===== config.mk =====
export PLATFORM = sky130hd
export DESIGN_NAME = apm_ctrl
export DESIGN_NICKNAME = d
export VERILOG_FILES = /design/src/verilog/apm_pkg.sv /design/src/verilog/apm_ctrl.sv /design/src/verilog/apm_conv_seq.sv
export SDC_FILE = /design/constraint.sdc
export NUM_CORES = 1
export LEC_CHECK = 0
export BUFFER_PORTS_ARGS = -buffer_cell sky130_fd_sc_hd__buf_2
export CAP_MARGIN = 15
export CORE_AREA = 3 3 125 127
export DETAILED_ROUTE_END_ITERATION = 7
export DIE_AREA = 0 0 128 130
export HOLD_SLACK_MARGIN = 0.12
export PLACE_DENSITY = 0.85
export SLEW_MARGIN = 40
export SYNTH_ARGS = -nofsm -noshare
export SYNTH_HDL_FRONTEND = slang
export SYNTH_SLANG_ARGS = --single-unit
export TNS_END_PERCENT = 1

===== constraint.sdc =====
create_clock -name aclk -period 4.75 [get_ports aclk]
set_input_delay 0.7125 -clock aclk [delete_from_list [all_inputs] [get_ports aclk]]
set_output_delay 0.7125 -clock aclk [all_outputs]
set_load 0.03 [all_outputs]

===== src/verilog/apm_pkg.sv =====
// Purpose: shared constants and types for the converter power-mode control
// Assumes: 40 MHz aclk, 32-bit AXI4-Lite register access
// Notes:   all times are kept in their own unit, cycle counts derive from them
package apm_pkg;

  // clock
  localparam int unsigned CLK_PERIOD_NS = 25;

  // register byte offsets
  localparam logic [7:0] REG_STATUS    = 8'h00;
  localparam logic [7:0] REG_CTRL_BYTE = 8'h04;
  localparam logic [7:0] REG_RESULT    = 8'h08;
  localparam logic [7:0] REG_CONV_LEN  = 8'h0C;

  // status field positions
  localparam int unsigned ST_PWR_LO  = 0;
  localparam int unsigned ST_CLK_EXT = 2;
  localparam int unsigned ST_BUSY    = 3;
  localparam int unsigned ST_FIRST   = 4;
  localparam int unsigned ST_COMP    = 5;
  localparam int unsigned ST_POR     = 6;
  localparam int unsigned ST_FAST    = 8;
  localparam int unsigned ST_SLOW    = 9;
  localparam int unsigned ST_EARLY   = 10;

  // power-on reset interval, exact cycle count
  localparam int unsigned POR_TIME_US = 100;
  localparam logic [15:0] POR_CYCLES  =
    16'(POR_TIME_US * 1000 / CLK_PERIOD_NS);

  // internal conversion length, longest time so rounded down
  localparam int unsigned CONV_TIME_NS  = 10000;
  localparam logic [15:0] CONV_LEN_RST  = 16'(CONV_TIME_NS / CLK_PERIOD_NS);

  // serial clock limits: least periods rounded up, longest rounded down
  localparam int unsigned SCLK_INT_MIN_NS = 2500;
  localparam int unsigned SCLK_EXT_MIN_NS = 500;
  localparam int unsigned SCLK_MAX_NS     = 10000;
  localparam logic [15:0] SCLK_INT_MIN_CYC =
    16'((SCLK_INT_MIN_NS + CLK_PERIOD_NS - 1) / CLK_PERIOD_NS);
  localparam logic [15:0] SCLK_EXT_MIN_CYC =
    16'((SCLK_EXT_MIN_NS + CLK_PERIOD_NS - 1) / CLK_PERIOD_NS);
  localparam logic [15:0] SCLK_MAX_CYC = 16'(SCLK_MAX_NS / CLK_PERIOD_NS);

  // serial framing
  localparam logic [2:0] CTRL_LAST_BIT = 3'h7;
  localparam logic [3:0] EXT_FALLS     = 4'hD;

  // axi responses
  localparam logic [1:0] RESP_OKAY   = 2'h0;
  localparam logic [1:0] RESP_SLVERR = 2'h2;

  typedef enum logic [1:0] {
    APM_DEEP  = 2'b00,
    APM_LIGHT = 2'b01,
    APM_AWAKE = 2'b10
  } apm_pwr_e;

  typedef enum logic [1:0] {
    CV_IDLE = 2'b00,
    CV_INT  = 2'b01,
    CV_EXT  = 2'b10
  } apm_cv_e;

  typedef struct packed {
    logic start;
    logic ext_mode;
    logic abort;
    logic sclk_fall;
  } apm_conv_cmd_s;

  typedef struct packed {
    logic        busy;
    logic        ext_pulse;
    logic        load;
    logic        done;
    logic [11:0] code;
  } apm_conv_stat_s;

endpackage


===== src/verilog/apm_ctrl.sv =====
// Purpose: power, clock-mode and shutdown control of a serial converter
// Assumes: sclk, cs_n and din are synchronous to aclk; sclk below aclk/4
// Notes:   registers over AXI4-Lite; shutdown pin low is the strongest event
// Functional notes
// - after reset: internal clock mode, ready, strobe driven high
// - until a first conversion completes, or starts in external mode, serial output shifts zeros
// - floating shutdown pin selects external compensation, clock up to 2MHz
// - shutdown pin low forces full sleep over software power bits
// - power bits: 00 deep, 01 light, 10 internal clock, 11 external
// - sleep request finishes current conversion in old mode, then sleeps
// - internal mode: stored result still shifts out while asleep
// - software sleep keeps serial interface, performs no conversion
// - high power bit set stays awake, clear sleeps after one conversion
// - first one on data in is start bit, wakes device, opens byte
// - shutdown pin low aborts a running conversion immediately
// - after shutdown release no wake-up delay is imposed by the device
// - conversion starts on serial clock fall after the eighth byte bit
//
// Chosen here: register access over AXI4-Lite and the placing of the registers.
module apm_ctrl
  import apm_pkg::*;
(
  // clock and reset
  input  wire logic        aclk,
  input  wire logic        aresetn,
  // axi4-lite write address and data
  input  wire logic [7:0]  s_axi_awaddr,
  input  wire logic        s_axi_awvalid,
  output logic             s_axi_awready,
  input  wire logic [31:0] s_axi_wdata,
  input  wire logic [3:0]  s_axi_wstrb,
  input  wire logic        s_axi_wvalid,
  output logic             s_axi_wready,
  // axi4-lite write response
  output logic [1:0]       s_axi_bresp,
  output logic             s_axi_bvalid,
  input  wire logic        s_axi_bready,
  // axi4-lite read
  input  wire logic [7:0]  s_axi_araddr,
  input  wire logic        s_axi_arvalid,
  output logic             s_axi_arready,
  output logic [31:0]      s_axi_rdata,
  output logic [1:0]       s_axi_rresp,
  output logic             s_axi_rvalid,
  input  wire logic        s_axi_rready,
  // serial port
  input  wire logic        sclk,
  input  wire logic        cs_n,
  input  wire logic        din,
  output logic             dout,
  output logic             dout_oe,
  output logic             conversion_strobe_out,
  output logic             conversion_strobe_oe,
  // shutdown pin: level sensed and floating detected
  input  wire logic        hard_shutdown_pin,
  input  wire logic        hard_shutdown_float,
  // analog side
  input  wire logic [11:0] sar_code,
  output logic             comp_ext_sel,
  output logic             core_power_on,
  output logic             ref_power_on
);

  function automatic logic addr_known(input logic [7:0] a);
    return (a == REG_STATUS) || (a == REG_CTRL_BYTE) ||
           (a == REG_RESULT) || (a == REG_CONV_LEN);
  endfunction

  // core state
  apm_pwr_e    pwr_q,      pwr_d;
  apm_pwr_e    slp_mode_q, slp_mode_d;
  logic        clk_ext_q,  clk_ext_d;
  logic        sclk_q;
  logic        rx_act_q,   rx_act_d;
  logic [2:0]  rx_cnt_q,   rx_cnt_d;
  logic [7:0]  rx_byte_q,  rx_byte_d;
  logic        byte_rdy_q, byte_rdy_d;
  logic        slp_after_q, slp_after_d;
  logic        first_q,    first_d;
  logic [15:0] por_q,      por_d;
  logic [15:0] per_q,      per_d;
  logic [7:0]  last_q,     last_d;
  logic [15:0] out_sh_q,   out_sh_d;
  logic        dout_q,     dout_d;
  logic        strb_q,     strb_d;
  logic        strb_oe_q,  strb_oe_d;
  logic        comp_q;
  logic        fast_q,     fast_d;
  logic        slow_q,     slow_d;
  logic        early_q,    early_d;
  logic [15:0] conv_len_q, conv_len_d;

  // bus state
  logic        aw_got_q, aw_got_d;
  logic        w_got_q,  w_got_d;
  logic [7:0]  awaddr_q, awaddr_d;
  logic [31:0] wdata_q,  wdata_d;
  logic [3:0]  wstrb_q,  wstrb_d;
  logic        bvalid_q, bvalid_d;
  logic [1:0]  bresp_q,  bresp_d;
  logic        rvalid_q, rvalid_d;
  logic [1:0]  rresp_q,  rresp_d;
  logic [31:0] rdata_q,  rdata_d;

  logic           rise, fall, halt, wr_fire;
  logic [2:0]     clr_bits;
  logic [31:0]    status_word;
  apm_conv_cmd_s  cmd;
  apm_conv_stat_s cst;

  assign rise    = sclk & ~sclk_q;
  assign fall    = ~sclk & sclk_q;
  assign halt    = ~hard_shutdown_pin;
  assign wr_fire = aw_got_q & w_got_q & ~bvalid_q;
  assign clr_bits = (wr_fire && awaddr_q == REG_STATUS && wstrb_q[1]) ?
                    {wdata_q[ST_EARLY], wdata_q[ST_SLOW], wdata_q[ST_FAST]} :
                    3'b000;

  always_comb begin
    status_word = 32'h0000_0000;
    status_word[ST_PWR_LO +: 2] = pwr_q;
    status_word[ST_CLK_EXT] = clk_ext_q;
    status_word[ST_BUSY]    = cst.busy;
    status_word[ST_FIRST]   = first_q;
    status_word[ST_COMP]    = comp_q;
    status_word[ST_POR]     = (por_q != 16'h0000);
    status_word[ST_FAST]    = fast_q;
    status_word[ST_SLOW]    = slow_q;
    status_word[ST_EARLY]   = early_q;
  end

  apm_conv_seq u_conv (
    .aclk     (aclk),
    .aresetn  (aresetn),
    .cmd      (cmd),
    .conv_len (conv_len_q),
    .sar_code (sar_code),
    .stat     (cst)
  );

  // core next-state
  always_comb begin
    pwr_d       = pwr_q;
    slp_mode_d  = slp_mode_q;
    clk_ext_d   = clk_ext_q;
    rx_act_d    = rx_act_q;
    rx_cnt_d    = rx_cnt_q;
    rx_byte_d   = rx_byte_q;
    byte_rdy_d  = byte_rdy_q;
    slp_after_d = slp_after_q;
    first_d     = first_q;
    por_d       = (por_q != 16'h0000) ? por_q - 16'h0001 : por_q;
    per_d       = (per_q != 16'hFFFF) ? per_q + 16'h0001 : per_q;
    last_d      = last_q;
    out_sh_d    = out_sh_q;
    dout_d      = dout_q;
    fast_d      = fast_q & ~clr_bits[0];
    slow_d      = slow_q & ~clr_bits[1];
    early_d     = early_q & ~clr_bits[2];
    cmd         = '0;
    cmd.sclk_fall = fall;
    cmd.ext_mode  = clk_ext_q;

    if (rise && !cs_n && !rx_act_q && !byte_rdy_q && !cst.busy && din) begin
      rx_act_d  = 1'b1;
      rx_cnt_d  = 3'h1;
      rx_byte_d = 8'h01;
      pwr_d     = APM_AWAKE;
      if (por_q != 16'h0000) begin
        early_d = 1'b1;
      end
    end else if (rise && !cs_n && rx_act_q) begin
      rx_byte_d = {rx_byte_q[6:0], din};
      rx_cnt_d  = rx_cnt_q + 3'h1;
      if (rx_cnt_q == CTRL_LAST_BIT) begin
        rx_act_d   = 1'b0;
        byte_rdy_d = 1'b1;
      end
    end

    if (fall && byte_rdy_q) begin
      byte_rdy_d = 1'b0;
      last_d     = rx_byte_q;
      per_d      = 16'h0000;
      cmd.start  = (pwr_q == APM_AWAKE);
      if (rx_byte_q[1]) begin
        clk_ext_d    = rx_byte_q[0];
        cmd.ext_mode = rx_byte_q[0];
        slp_after_d  = 1'b0;
      end else begin
        slp_after_d = 1'b1;
        slp_mode_d  = rx_byte_q[0] ? APM_LIGHT : APM_DEEP;
      end
    end

    // serial clock period check while the serial clock drives conversion
    if (fall && cst.busy && clk_ext_q && !cmd.start) begin
      per_d = 16'h0000;
      if (per_q < (comp_q ? SCLK_EXT_MIN_CYC : SCLK_INT_MIN_CYC)) begin
        fast_d = 1'b1;
      end
      if (per_q > SCLK_MAX_CYC) begin
        slow_d = 1'b1;
      end
    end

    if (fall && !cs_n) begin
      dout_d   = out_sh_q[15];
      out_sh_d = {out_sh_q[14:0], 1'b0};
    end
    if (cst.load) begin
      out_sh_d = {cst.code, 4'h0};
    end

    if (cst.done) begin
      first_d = 1'b1;
      if (slp_after_q) begin
        pwr_d       = slp_mode_q;
        slp_after_d = 1'b0;
      end
    end

    if (halt) begin
      pwr_d       = APM_DEEP;
      rx_act_d    = 1'b0;
      byte_rdy_d  = 1'b0;
      slp_after_d = 1'b0;
      cmd.start   = 1'b0;
      cmd.abort   = 1'b1;
    end

    // internal mode keeps the strobe driven even with chip select high
    if (clk_ext_q) begin
      strb_d    = cst.ext_pulse;
      strb_oe_d = ~cs_n;
    end else begin
      strb_d    = ~cst.busy;
      strb_oe_d = 1'b1;
    end
  end

  // bus next-state
  always_comb begin
    aw_got_d   = aw_got_q;
    w_got_d    = w_got_q;
    awaddr_d   = awaddr_q;
    wdata_d    = wdata_q;
    wstrb_d    = wstrb_q;
    bvalid_d   = bvalid_q;
    bresp_d    = bresp_q;
    rvalid_d   = rvalid_q;
    rresp_d    = rresp_q;
    rdata_d    = rdata_q;
    conv_len_d = conv_len_q;
    if (s_axi_awvalid && !aw_got_q && !bvalid_q) begin
      aw_got_d = 1'b1;
      awaddr_d = {s_axi_awaddr[7:2], 2'b00};
    end
    if (s_axi_wvalid && !w_got_q && !bvalid_q) begin
      w_got_d = 1'b1;
      wdata_d = s_axi_wdata;
      wstrb_d = s_axi_wstrb;
    end
    if (wr_fire) begin
      aw_got_d = 1'b0;
      w_got_d  = 1'b0;
      bvalid_d = 1'b1;
      bresp_d  = addr_known(awaddr_q) ? RESP_OKAY : RESP_SLVERR;
      if (awaddr_q == REG_CONV_LEN) begin
        if (wstrb_q[0]) conv_len_d[7:0]  = wdata_q[7:0];
        if (wstrb_q[1]) conv_len_d[15:8] = wdata_q[15:8];
      end
    end
    if (bvalid_q && s_axi_bready) begin
      bvalid_d = 1'b0;
    end
    if (rvalid_q && s_axi_rready) begin
      rvalid_d = 1'b0;
    end
    if (s_axi_arvalid && !rvalid_q) begin
      rvalid_d = 1'b1;
      rresp_d  = addr_known({s_axi_araddr[7:2], 2'b00}) ?
                 RESP_OKAY : RESP_SLVERR;
      unique case ({s_axi_araddr[7:2], 2'b00})
        REG_STATUS:    rdata_d = status_word;
        REG_CTRL_BYTE: rdata_d = {24'h000000, last_q};
        REG_RESULT:    rdata_d = {20'h00000, cst.code};
        REG_CONV_LEN:  rdata_d = {16'h0000, conv_len_q};
        default:       rdata_d = 32'h0000_0000;
      endcase
    end
  end

  always_ff @(posedge aclk) begin
    if (!aresetn) begin
      pwr_q       <= APM_AWAKE;
      clk_ext_q   <= 1'b0;
      strb_q      <= 1'b1;
      strb_oe_q   <= 1'b1;
      slp_mode_q  <= APM_DEEP;
      sclk_q      <= 1'b0;
      rx_act_q    <= 1'b0;
      rx_cnt_q    <= 3'h0;
      rx_byte_q   <= 8'h00;
      byte_rdy_q  <= 1'b0;
      slp_after_q <= 1'b0;
      first_q     <= 1'b0;
      por_q       <= POR_CYCLES;
      per_q       <= 16'h0000;
      last_q      <= 8'h00;
      out_sh_q    <= 16'h0000;
      dout_q      <= 1'b0;
      comp_q      <= 1'b0;
      fast_q      <= 1'b0;
      slow_q      <= 1'b0;
      early_q     <= 1'b0;
      conv_len_q  <= CONV_LEN_RST;
      aw_got_q    <= 1'b0;
      w_got_q     <= 1'b0;
      awaddr_q    <= 8'h00;
      wdata_q     <= 32'h0000_0000;
      wstrb_q     <= 4'h0;
      bvalid_q    <= 1'b0;
      bresp_q     <= RESP_OKAY;
      rvalid_q    <= 1'b0;
      rresp_q     <= RESP_OKAY;
      rdata_q     <= 32'h0000_0000;
    end else begin
      pwr_q       <= halt ? APM_DEEP : pwr_d;
      clk_ext_q   <= clk_ext_d;
      strb_q      <= strb_d;
      strb_oe_q   <= strb_oe_d;
      slp_mode_q  <= slp_mode_d;
      sclk_q      <= sclk;
      rx_act_q    <= rx_act_d;
      rx_cnt_q    <= rx_cnt_d;
      rx_byte_q   <= rx_byte_d;
      byte_rdy_q  <= byte_rdy_d;
      slp_after_q <= slp_after_d;
      first_q     <= first_d;
      por_q       <= por_d;
      per_q       <= per_d;
      last_q      <= last_d;
      out_sh_q    <= out_sh_d;
      dout_q      <= dout_d;
      comp_q      <= hard_shutdown_float;
      fast_q      <= fast_d;
      slow_q      <= slow_d;
      early_q     <= early_d;
      conv_len_q  <= conv_len_d;
      aw_got_q    <= aw_got_d;
      w_got_q     <= w_got_d;
      awaddr_q    <= awaddr_d;
      wdata_q     <= wdata_d;
      wstrb_q     <= wstrb_d;
      bvalid_q    <= bvalid_d;
      bresp_q     <= bresp_d;
      rvalid_q    <= rvalid_d;
      rresp_q     <= rresp_d;
      rdata_q     <= rdata_d;
    end
  end

  assign s_axi_awready         = ~aw_got_q & ~bvalid_q;
  assign s_axi_wready          = ~w_got_q & ~bvalid_q;
  assign s_axi_bvalid          = bvalid_q;
  assign s_axi_bresp           = bresp_q;
  assign s_axi_arready         = ~rvalid_q;
  assign s_axi_rvalid          = rvalid_q;
  assign s_axi_rresp           = rresp_q;
  assign s_axi_rdata           = rdata_q;
  assign dout                  = dout_q;
  assign dout_oe               = ~cs_n;
  assign conversion_strobe_out = strb_q;
  assign conversion_strobe_oe  = strb_oe_q;
  assign comp_ext_sel          = comp_q;
  assign core_power_on         = (pwr_q == APM_AWAKE);
  assign ref_power_on          = (pwr_q != APM_DEEP);

endmodule


===== src/verilog/apm_conv_seq.sv =====
// Purpose: conversion sequencer for internal and serial-clocked conversions
// Assumes: sclk_fall is a one-cycle pulse already qualified by the caller
// Notes:   abort wins over every other event and returns to idle at once
module apm_conv_seq
  import apm_pkg::*;
(
  // clock and reset
  input  wire logic            aclk,
  input  wire logic            aresetn,
  // control
  input  wire apm_conv_cmd_s   cmd,
  input  wire logic [15:0]     conv_len,
  input  wire logic [11:0]     sar_code,
  // result
  output apm_conv_stat_s       stat
);

  apm_cv_e     st_q,   st_d;
  logic [15:0] cnt_q,  cnt_d;
  logic [11:0] code_q, code_d;
  logic        load_q, load_d;
  logic        done_q, done_d;

  always_comb begin
    st_d   = st_q;
    cnt_d  = cnt_q;
    code_d = code_q;
    load_d = 1'b0;
    done_d = 1'b0;
    if (cmd.abort) begin
      st_d  = CV_IDLE;
      cnt_d = 16'h0000;
    end else begin
      unique case (st_q)
        CV_IDLE: begin
          if (cmd.start) begin
            cnt_d = 16'h0000;
            st_d  = cmd.ext_mode ? CV_EXT : CV_INT;
            if (cmd.ext_mode) begin
              // serial-clocked result is handed to the shifter up front
              code_d = sar_code;
              load_d = 1'b1;
            end
          end
        end
        CV_INT: begin
          cnt_d = cnt_q + 16'h0001;
          // a zero length still takes one cycle
          if (cnt_d >= conv_len) begin
            code_d = sar_code;
            load_d = 1'b1;
            done_d = 1'b1;
            st_d   = CV_IDLE;
          end
        end
        CV_EXT: begin
          if (cmd.sclk_fall) begin
            cnt_d = cnt_q + 16'h0001;
            if (cnt_d[3:0] == EXT_FALLS - 4'h1) begin
              done_d = 1'b1;
              st_d   = CV_IDLE;
            end
          end
        end
        default: st_d = CV_IDLE;
      endcase
    end
  end

  always_ff @(posedge aclk) begin
    if (!aresetn) begin
      st_q   <= CV_IDLE;
      cnt_q  <= 16'h0000;
      code_q <= 12'h000;
      load_q <= 1'b0;
      done_q <= 1'b0;
    end else begin
      st_q   <= st_d;
      cnt_q  <= cnt_d;
      code_q <= code_d;
      load_q <= load_d;
      done_q <= done_d;
    end
  end

  // one driver for the whole struct keeps strict tools content
  assign stat = '{busy:      (st_q != CV_IDLE),
                  ext_pulse: (st_q == CV_EXT) && (cnt_q == 16'h0000),
                  load:      load_q,
                  done:      done_q,
                  code:      code_q};

endmodule


# Word-level counts from Yosys, hierarchy flattened
# Cells that the tools add are included.
# word_totals
mem_bits_ro,0
latch_bits,0
regBits,192
mem_count,0
mem_bits_rw,0
word_cells,208
# op_classes
add_sub_neg,4
magnitude_cmp,3
shifts,0
mux,55
div,0
reduce_logical,64
bitwise_logic,24
eq_ne,17
mul,0
# op_table
op,count
16-bit two-way mux,4
16-bit one-hot mux with 4 select lines,1
16-bit one-hot mux with 3 select lines,1
12-bit two-way mux,3
16-bit by 1-bit adder with 16-bit output (second input constant),2
1-bit two-way mux,28
6-bit by 2-bit == test with 1-bit output (second input constant),4
2-bit two-way mux,12
12-bit one-hot mux with 2 select lines,1
1-bit logical AND,21
16-bit greater-or-equal comparator,1
16-bit by 9-bit > comparator with 1-bit output (second input constant),1
16-bit logical NOT,1
16-bit by 7-bit < comparator with 1-bit output,1
16-bit != test (second input constant),1
16-bit nonzero test,1
16-bit by 1-bit subtractor with 16-bit output (second input constant),1
1-bit inverter,15
2-bit nonzero test,7
6-bit by 1-bit == test with 1-bit output (second input constant),2
3-bit AND reduction,4
1-bit bitwise AND,9
1-bit logical NOT,9
8-bit logical NOT,1
other kinds (20),36

# Logic depth before layout (Yosys ltp)
# depth
ltp_word,11
depth_mapped,13
depth_no_buf,12

# By module
# A second synthesis with hierarchy kept.
# hier_totals
hier_cells,1006
hier_area_um2,8421.8
# modules_own_cells
mod,seq_area_each_um2,n_inst,cells_per_inst,area_each_um2
apm_ctrl,2822.7,1,724,6253.5
apm_conv_seq,640.6,1,282,2168.3

# Worst setup path after synthesis
# No wires, ideal clock.
# synth_path
kind,register to register
start,register u_conv.cnt_q[7]
end,register u_conv.code_q[10]
synth_period_minus_slack_ns,3.566
t_arrival_ns,3.495
stages_incl_launch_ff,14
setup_slack_ns,1.184
required_time_ns,4.678
path_cell_list,dfxtp_1 > clkbuf_1 > and4_1 > nand4_1 > or3_1 > xnor2_1 > ha_1 > nand4_1 > or3_1 > a311o_1 > a41oi_1 > o2111a_1 > buf_2 > mux2i_1
# synth_via
elab_chain_cells,4
# synth_rtl
element,line,text
start: declaration,apm_conv_seq.sv:19,"logic [15:0] cnt_q, cnt_d;"
start signal: assignment,apm_conv_seq.sv:79,cnt_q <= cnt_d;
16-bit by 1-bit adder with 16-bit output,apm_conv_seq.sv:47,cnt_d = cnt_q + 16'h0001;
16-bit greater-or-equal comparator,apm_conv_seq.sv:49,if (cnt_d >= conv_len) begin
2-bit by 1-bit != test with 1-bit output (no source line),-,
5-bit AND reduction (no source line),-,
end signal: assignment,apm_conv_seq.sv:80,code_q <= code_d;
end: declaration,apm_conv_seq.sv:20,"logic [11:0] code_q, code_d;"
# Every way passes these cells.
# A chain may end at the register's enable or synchronous reset.

# Worst setup path in the final report
# layout_path
start,register u_conv.cnt_q[0]
end,register u_conv.code_q[7]
# The elaborated chain is that of the path after synthesis.

==> impl_metrics.json <==
{
  "wl_um": 18420,
  "clock_latency_ns": 0.44,
  "area_growth_syn_to_layout_pct": 12.38,
  "power_frac_comb_pct": 6.8,
  "fmax_ghz": 0.2565,
  "cts_max_level": 4,
  "clkPwrFrac_pct": 45.5,
  "die_w_um": 128,
  "vdd_drop_max_mv": 0.2651,
  "final_common_cell": "dfxtp_1",
  "die_h_um": 130,
  "ys_warn_count": 0,
  "cts_hold_buf": 0,
  "whs_ns": 0.4608,
  "route.met3.wl_um": 1221,
  "dpl_cell_area_mm2": 0.008673,
  "finalHoldViolations": 0,
  "grt_max_degree": 79,
  "path_max_fanout": 12,
  "wl_per_cell_um": 15.10,
  "min_period_over_period_pct": 82.06,
  "highest_layer": "met4",
  "max_cap_viol_count": 0,
  "clk_path_buf_depth": 2,
  "max_slew_margin_pct": 42.30,
  "synth.distinct_cells": 55,
  "cp-startpoint": "u_conv.cnt_q[0]",
  "fillers": 1209,
  "drive_gt1_share_pct": 12.74,
  "synth-async-reset-ratio_pct": 0,
  "post_cts_resized": 0,
  "gr-total-overflow": 0,
  "required_ns": 5.12,
  "p_leak_nw": 3.648,
  "drv_slew": 0,
  "worstReg2RegStart": "u_conv.cnt_q[0]",
  "clock_skew_ns": 0.009820,
  "synthTopCellsByArea": "dfxtp_1 42%, nand2_1 7.6%, mux2i_1 5.3%, ha_1 4.5%, a21boi_0 3.1%",
  "yosysSeqAreaShare_pct": 41.95,
  "rows": 44,
  "drc": 0,
  "critical_path_arrival_ns": 4.27,
  "rsz0062_at_grt": "false",
  "setup_tns_ns": 0,
  "synth_area_per_cell_um2": 8.537,
  "vias_per_cell": 5.514,
  "switching_power_mw": 0.7542,
  "clkSlewWorstSetupHoldPaths_ns": 0.07,
  "yosysTopAreaCell": "dfxtp_1",
  "multiInputGateArea_mm2": 0.004374,
  "grt_pass1_vias": 6065,
  "cts_num_sinks": 173,
  "worstSetupStartpointType": "register",
  "tightest_slew_ns": 0.8623,
  "gp_congestion": 0.9040,
  "status": "finished clean",
  "vias": 6727,
  "nNetsFinal": 1130,
  "stdcell_area_mm2": 0.009278,
  "power.density_mw_per_mm2": 341.0,
  "fin_crit_ns": 3.898,
  "critPathKind": "register to register",
  "power_mw": 3.164,
  "antenna_found_initial": 0,
  "ant_nets": 0,
  "antennaDiodeCount": 0,
  "power.share.sequential_pct": 47.8,
  "cts_setup_buffers": 0,
  "met2WireLength_um": 8430,
  "hold_path_class": "register to register",
  "worst_hold_startpoint": "rx_cnt_q[2]",
  "drt_iter0_markers": 511,
  "ys.flop_type": "dfxtp_1",
  "syn_inst": 967,
  "drt_pass1_iterations": 5,
  "portBuffers": 83,
  "grt_first_pass_wirelength_um": 29320,
  "synth_edf_count": 0,
  "wl_met1_um": 8418,
  "core_mm2": 0.01453,
  "synth_top_area_share_pct": 41.95,
  "setup_viol": 0,
  "hpwlAfterDp_um": 12930,
  "switching_share_pct": 23.84,
  "dieArea_mm2": 0.01664,
  "internal_power_mw": 2.409,
  "gr-usage-all-layers_pct": 22.06,
  "start_util_pct": 56.80,
  "seqCellArea_mm2": 0.003463,
  "cts_root_buf": "clkbuf_16",
  "cts_tree": "done",
  "io_pins": 124,
  "cts_buffers": 17,
  "ys_ff_latch": 173,
  "synth_area_mm2": 0.008255,
  "layout_common_cells": "173 x dfxtp_1, 168 x nand2_1, 82 x buf_2",
  "worst_setup_path_end_kind": "register"
}
==> registers in the layout, summed over array words and instances, names as in the netlist, 2 cells and up <==
name,flops
pwr_q,2
last_q,8
s_axi_rdata,16
rx_cnt_q,3
wdata_q,16
u_conv.st_q,2
u_conv.code_q,12
u_conv.cnt_q,16
wstrb_q,2
rx_byte_q,8
out_sh_q,12
por_q,16
per_q,16
awaddr_q,6
conv_len_q,16
==> per-layer routing <==
layer	global-route usage, %	up-vias
met5	0	-
met4	7.740	0
met3	4.912	27
met2	35.49	235
met1	29.48	3095
li1	-	3370
==> layout make-up <==
type                    instances  area share [%]
flip-flops and latches        173           37.33
repair buffers                 88           4.909
well taps                     184           2.481
clock inverters                11           1.699
clock buffers                  20           4.815
inverters                      40           1.618
multi-input cells             704           47.15
==> power groups by stage <==
stage          logic [mW]  registers [mW]  clock network [mW]
2_1_floorplan       0.163            1.54                   0
3_3_place_gp        0.208            1.54                   0
3_5_place_dp        0.213            1.54                   0
4_1_cts             0.216            1.51                1.45
5_1_grt             0.238            1.51                1.51
6_report            0.214            1.51                1.44
==> metrics by stage <==
| stage | utilization, % | setup WS, ns | std cells |
|---|---|---|---|
| after floorplan | - | 1.184 | 984 |
| after global placement | 59.68 | 0.9721 | 1189 |
| after detailed placement | 59.68 | 0.9335 | 1189 |
| after CTS | 63.83 | 0.9045 | 1220 |
| after global routing | 63.83 | 0.5798 | 1220 |
| final | 63.83 | 0.8521 | 1220 |
==> cell families (layout without fill, tap and decap cells) <==
logic type      count (synthesis)  after routing  share of synthesized area, %
simple gates                  407            407                         23.87
flops                         173            173                         41.95
compound gates                161            161                         12.59
buf+inv                       107            159                         5.835
mux                            55             55                         7.654
xor+xnor                       33             33                         3.501
fa+ha+maj                      30             30                         4.547
other cells                     1             18                       0.04542
==> path summary, 6_finish.rpt <==
check | end | slack [ns] | cells past startpoint
worst min-delay path | rx_cnt_q[2] | 0.46 | 2
worst max-delay path | u_conv.code_q[7] | 0.85 | 12
worst max register to register | u_conv.code_q[7] | 0.85 | 12
worst min register to register | rx_cnt_q[2] | 0.46 | 2
==> synth_stat cells, types with 2 or more instances <==
master	number
and4_1	4
mux2i_1	44
nand3_1	26
a22oi_1	19
nor4_1	6
and2_1	25
a21boi_0	34
nor2b_1	40
nand3b_1	5
nor3b_1	5
nand4_1	9
a211oi_1	3
mux2_2	5
and3_1	6
o21a_1	6
mux4_2	6
buf_4	18
ha_1	30
nor4b_1	3
nand2_1	168
and3b_1	3
o211a_1	2
clkbuf_1	44
or3_1	11
dfxtp_1	173
o21ai_0	41
a31oi_1	2
a21oi_1	35
or4_1	4
xnor2_1	19
inv_1	40
o211ai_1	5
nand2b_1	5
xor2_1	14
nor3_1	22
a22o_1	4
nor2_1	59
buf_2	4
or2_2	2
==> worst max-delay path, cell delays in order, from the launching register on <==
cell and delay (ns):
dfxtp_1 0.44, and3_1 0.21, nand4_1 0.30, or3_1 0.50
xnor2_1 0.15, ha_1 0.31, nand4_1 0.14, or3_1 0.40
a311o_1 0.35, a41oi_1 0.31, o2111a_1 0.25, buf_4 0.27
mux2i_1 0.21
(Power assumes the default switching activity.)
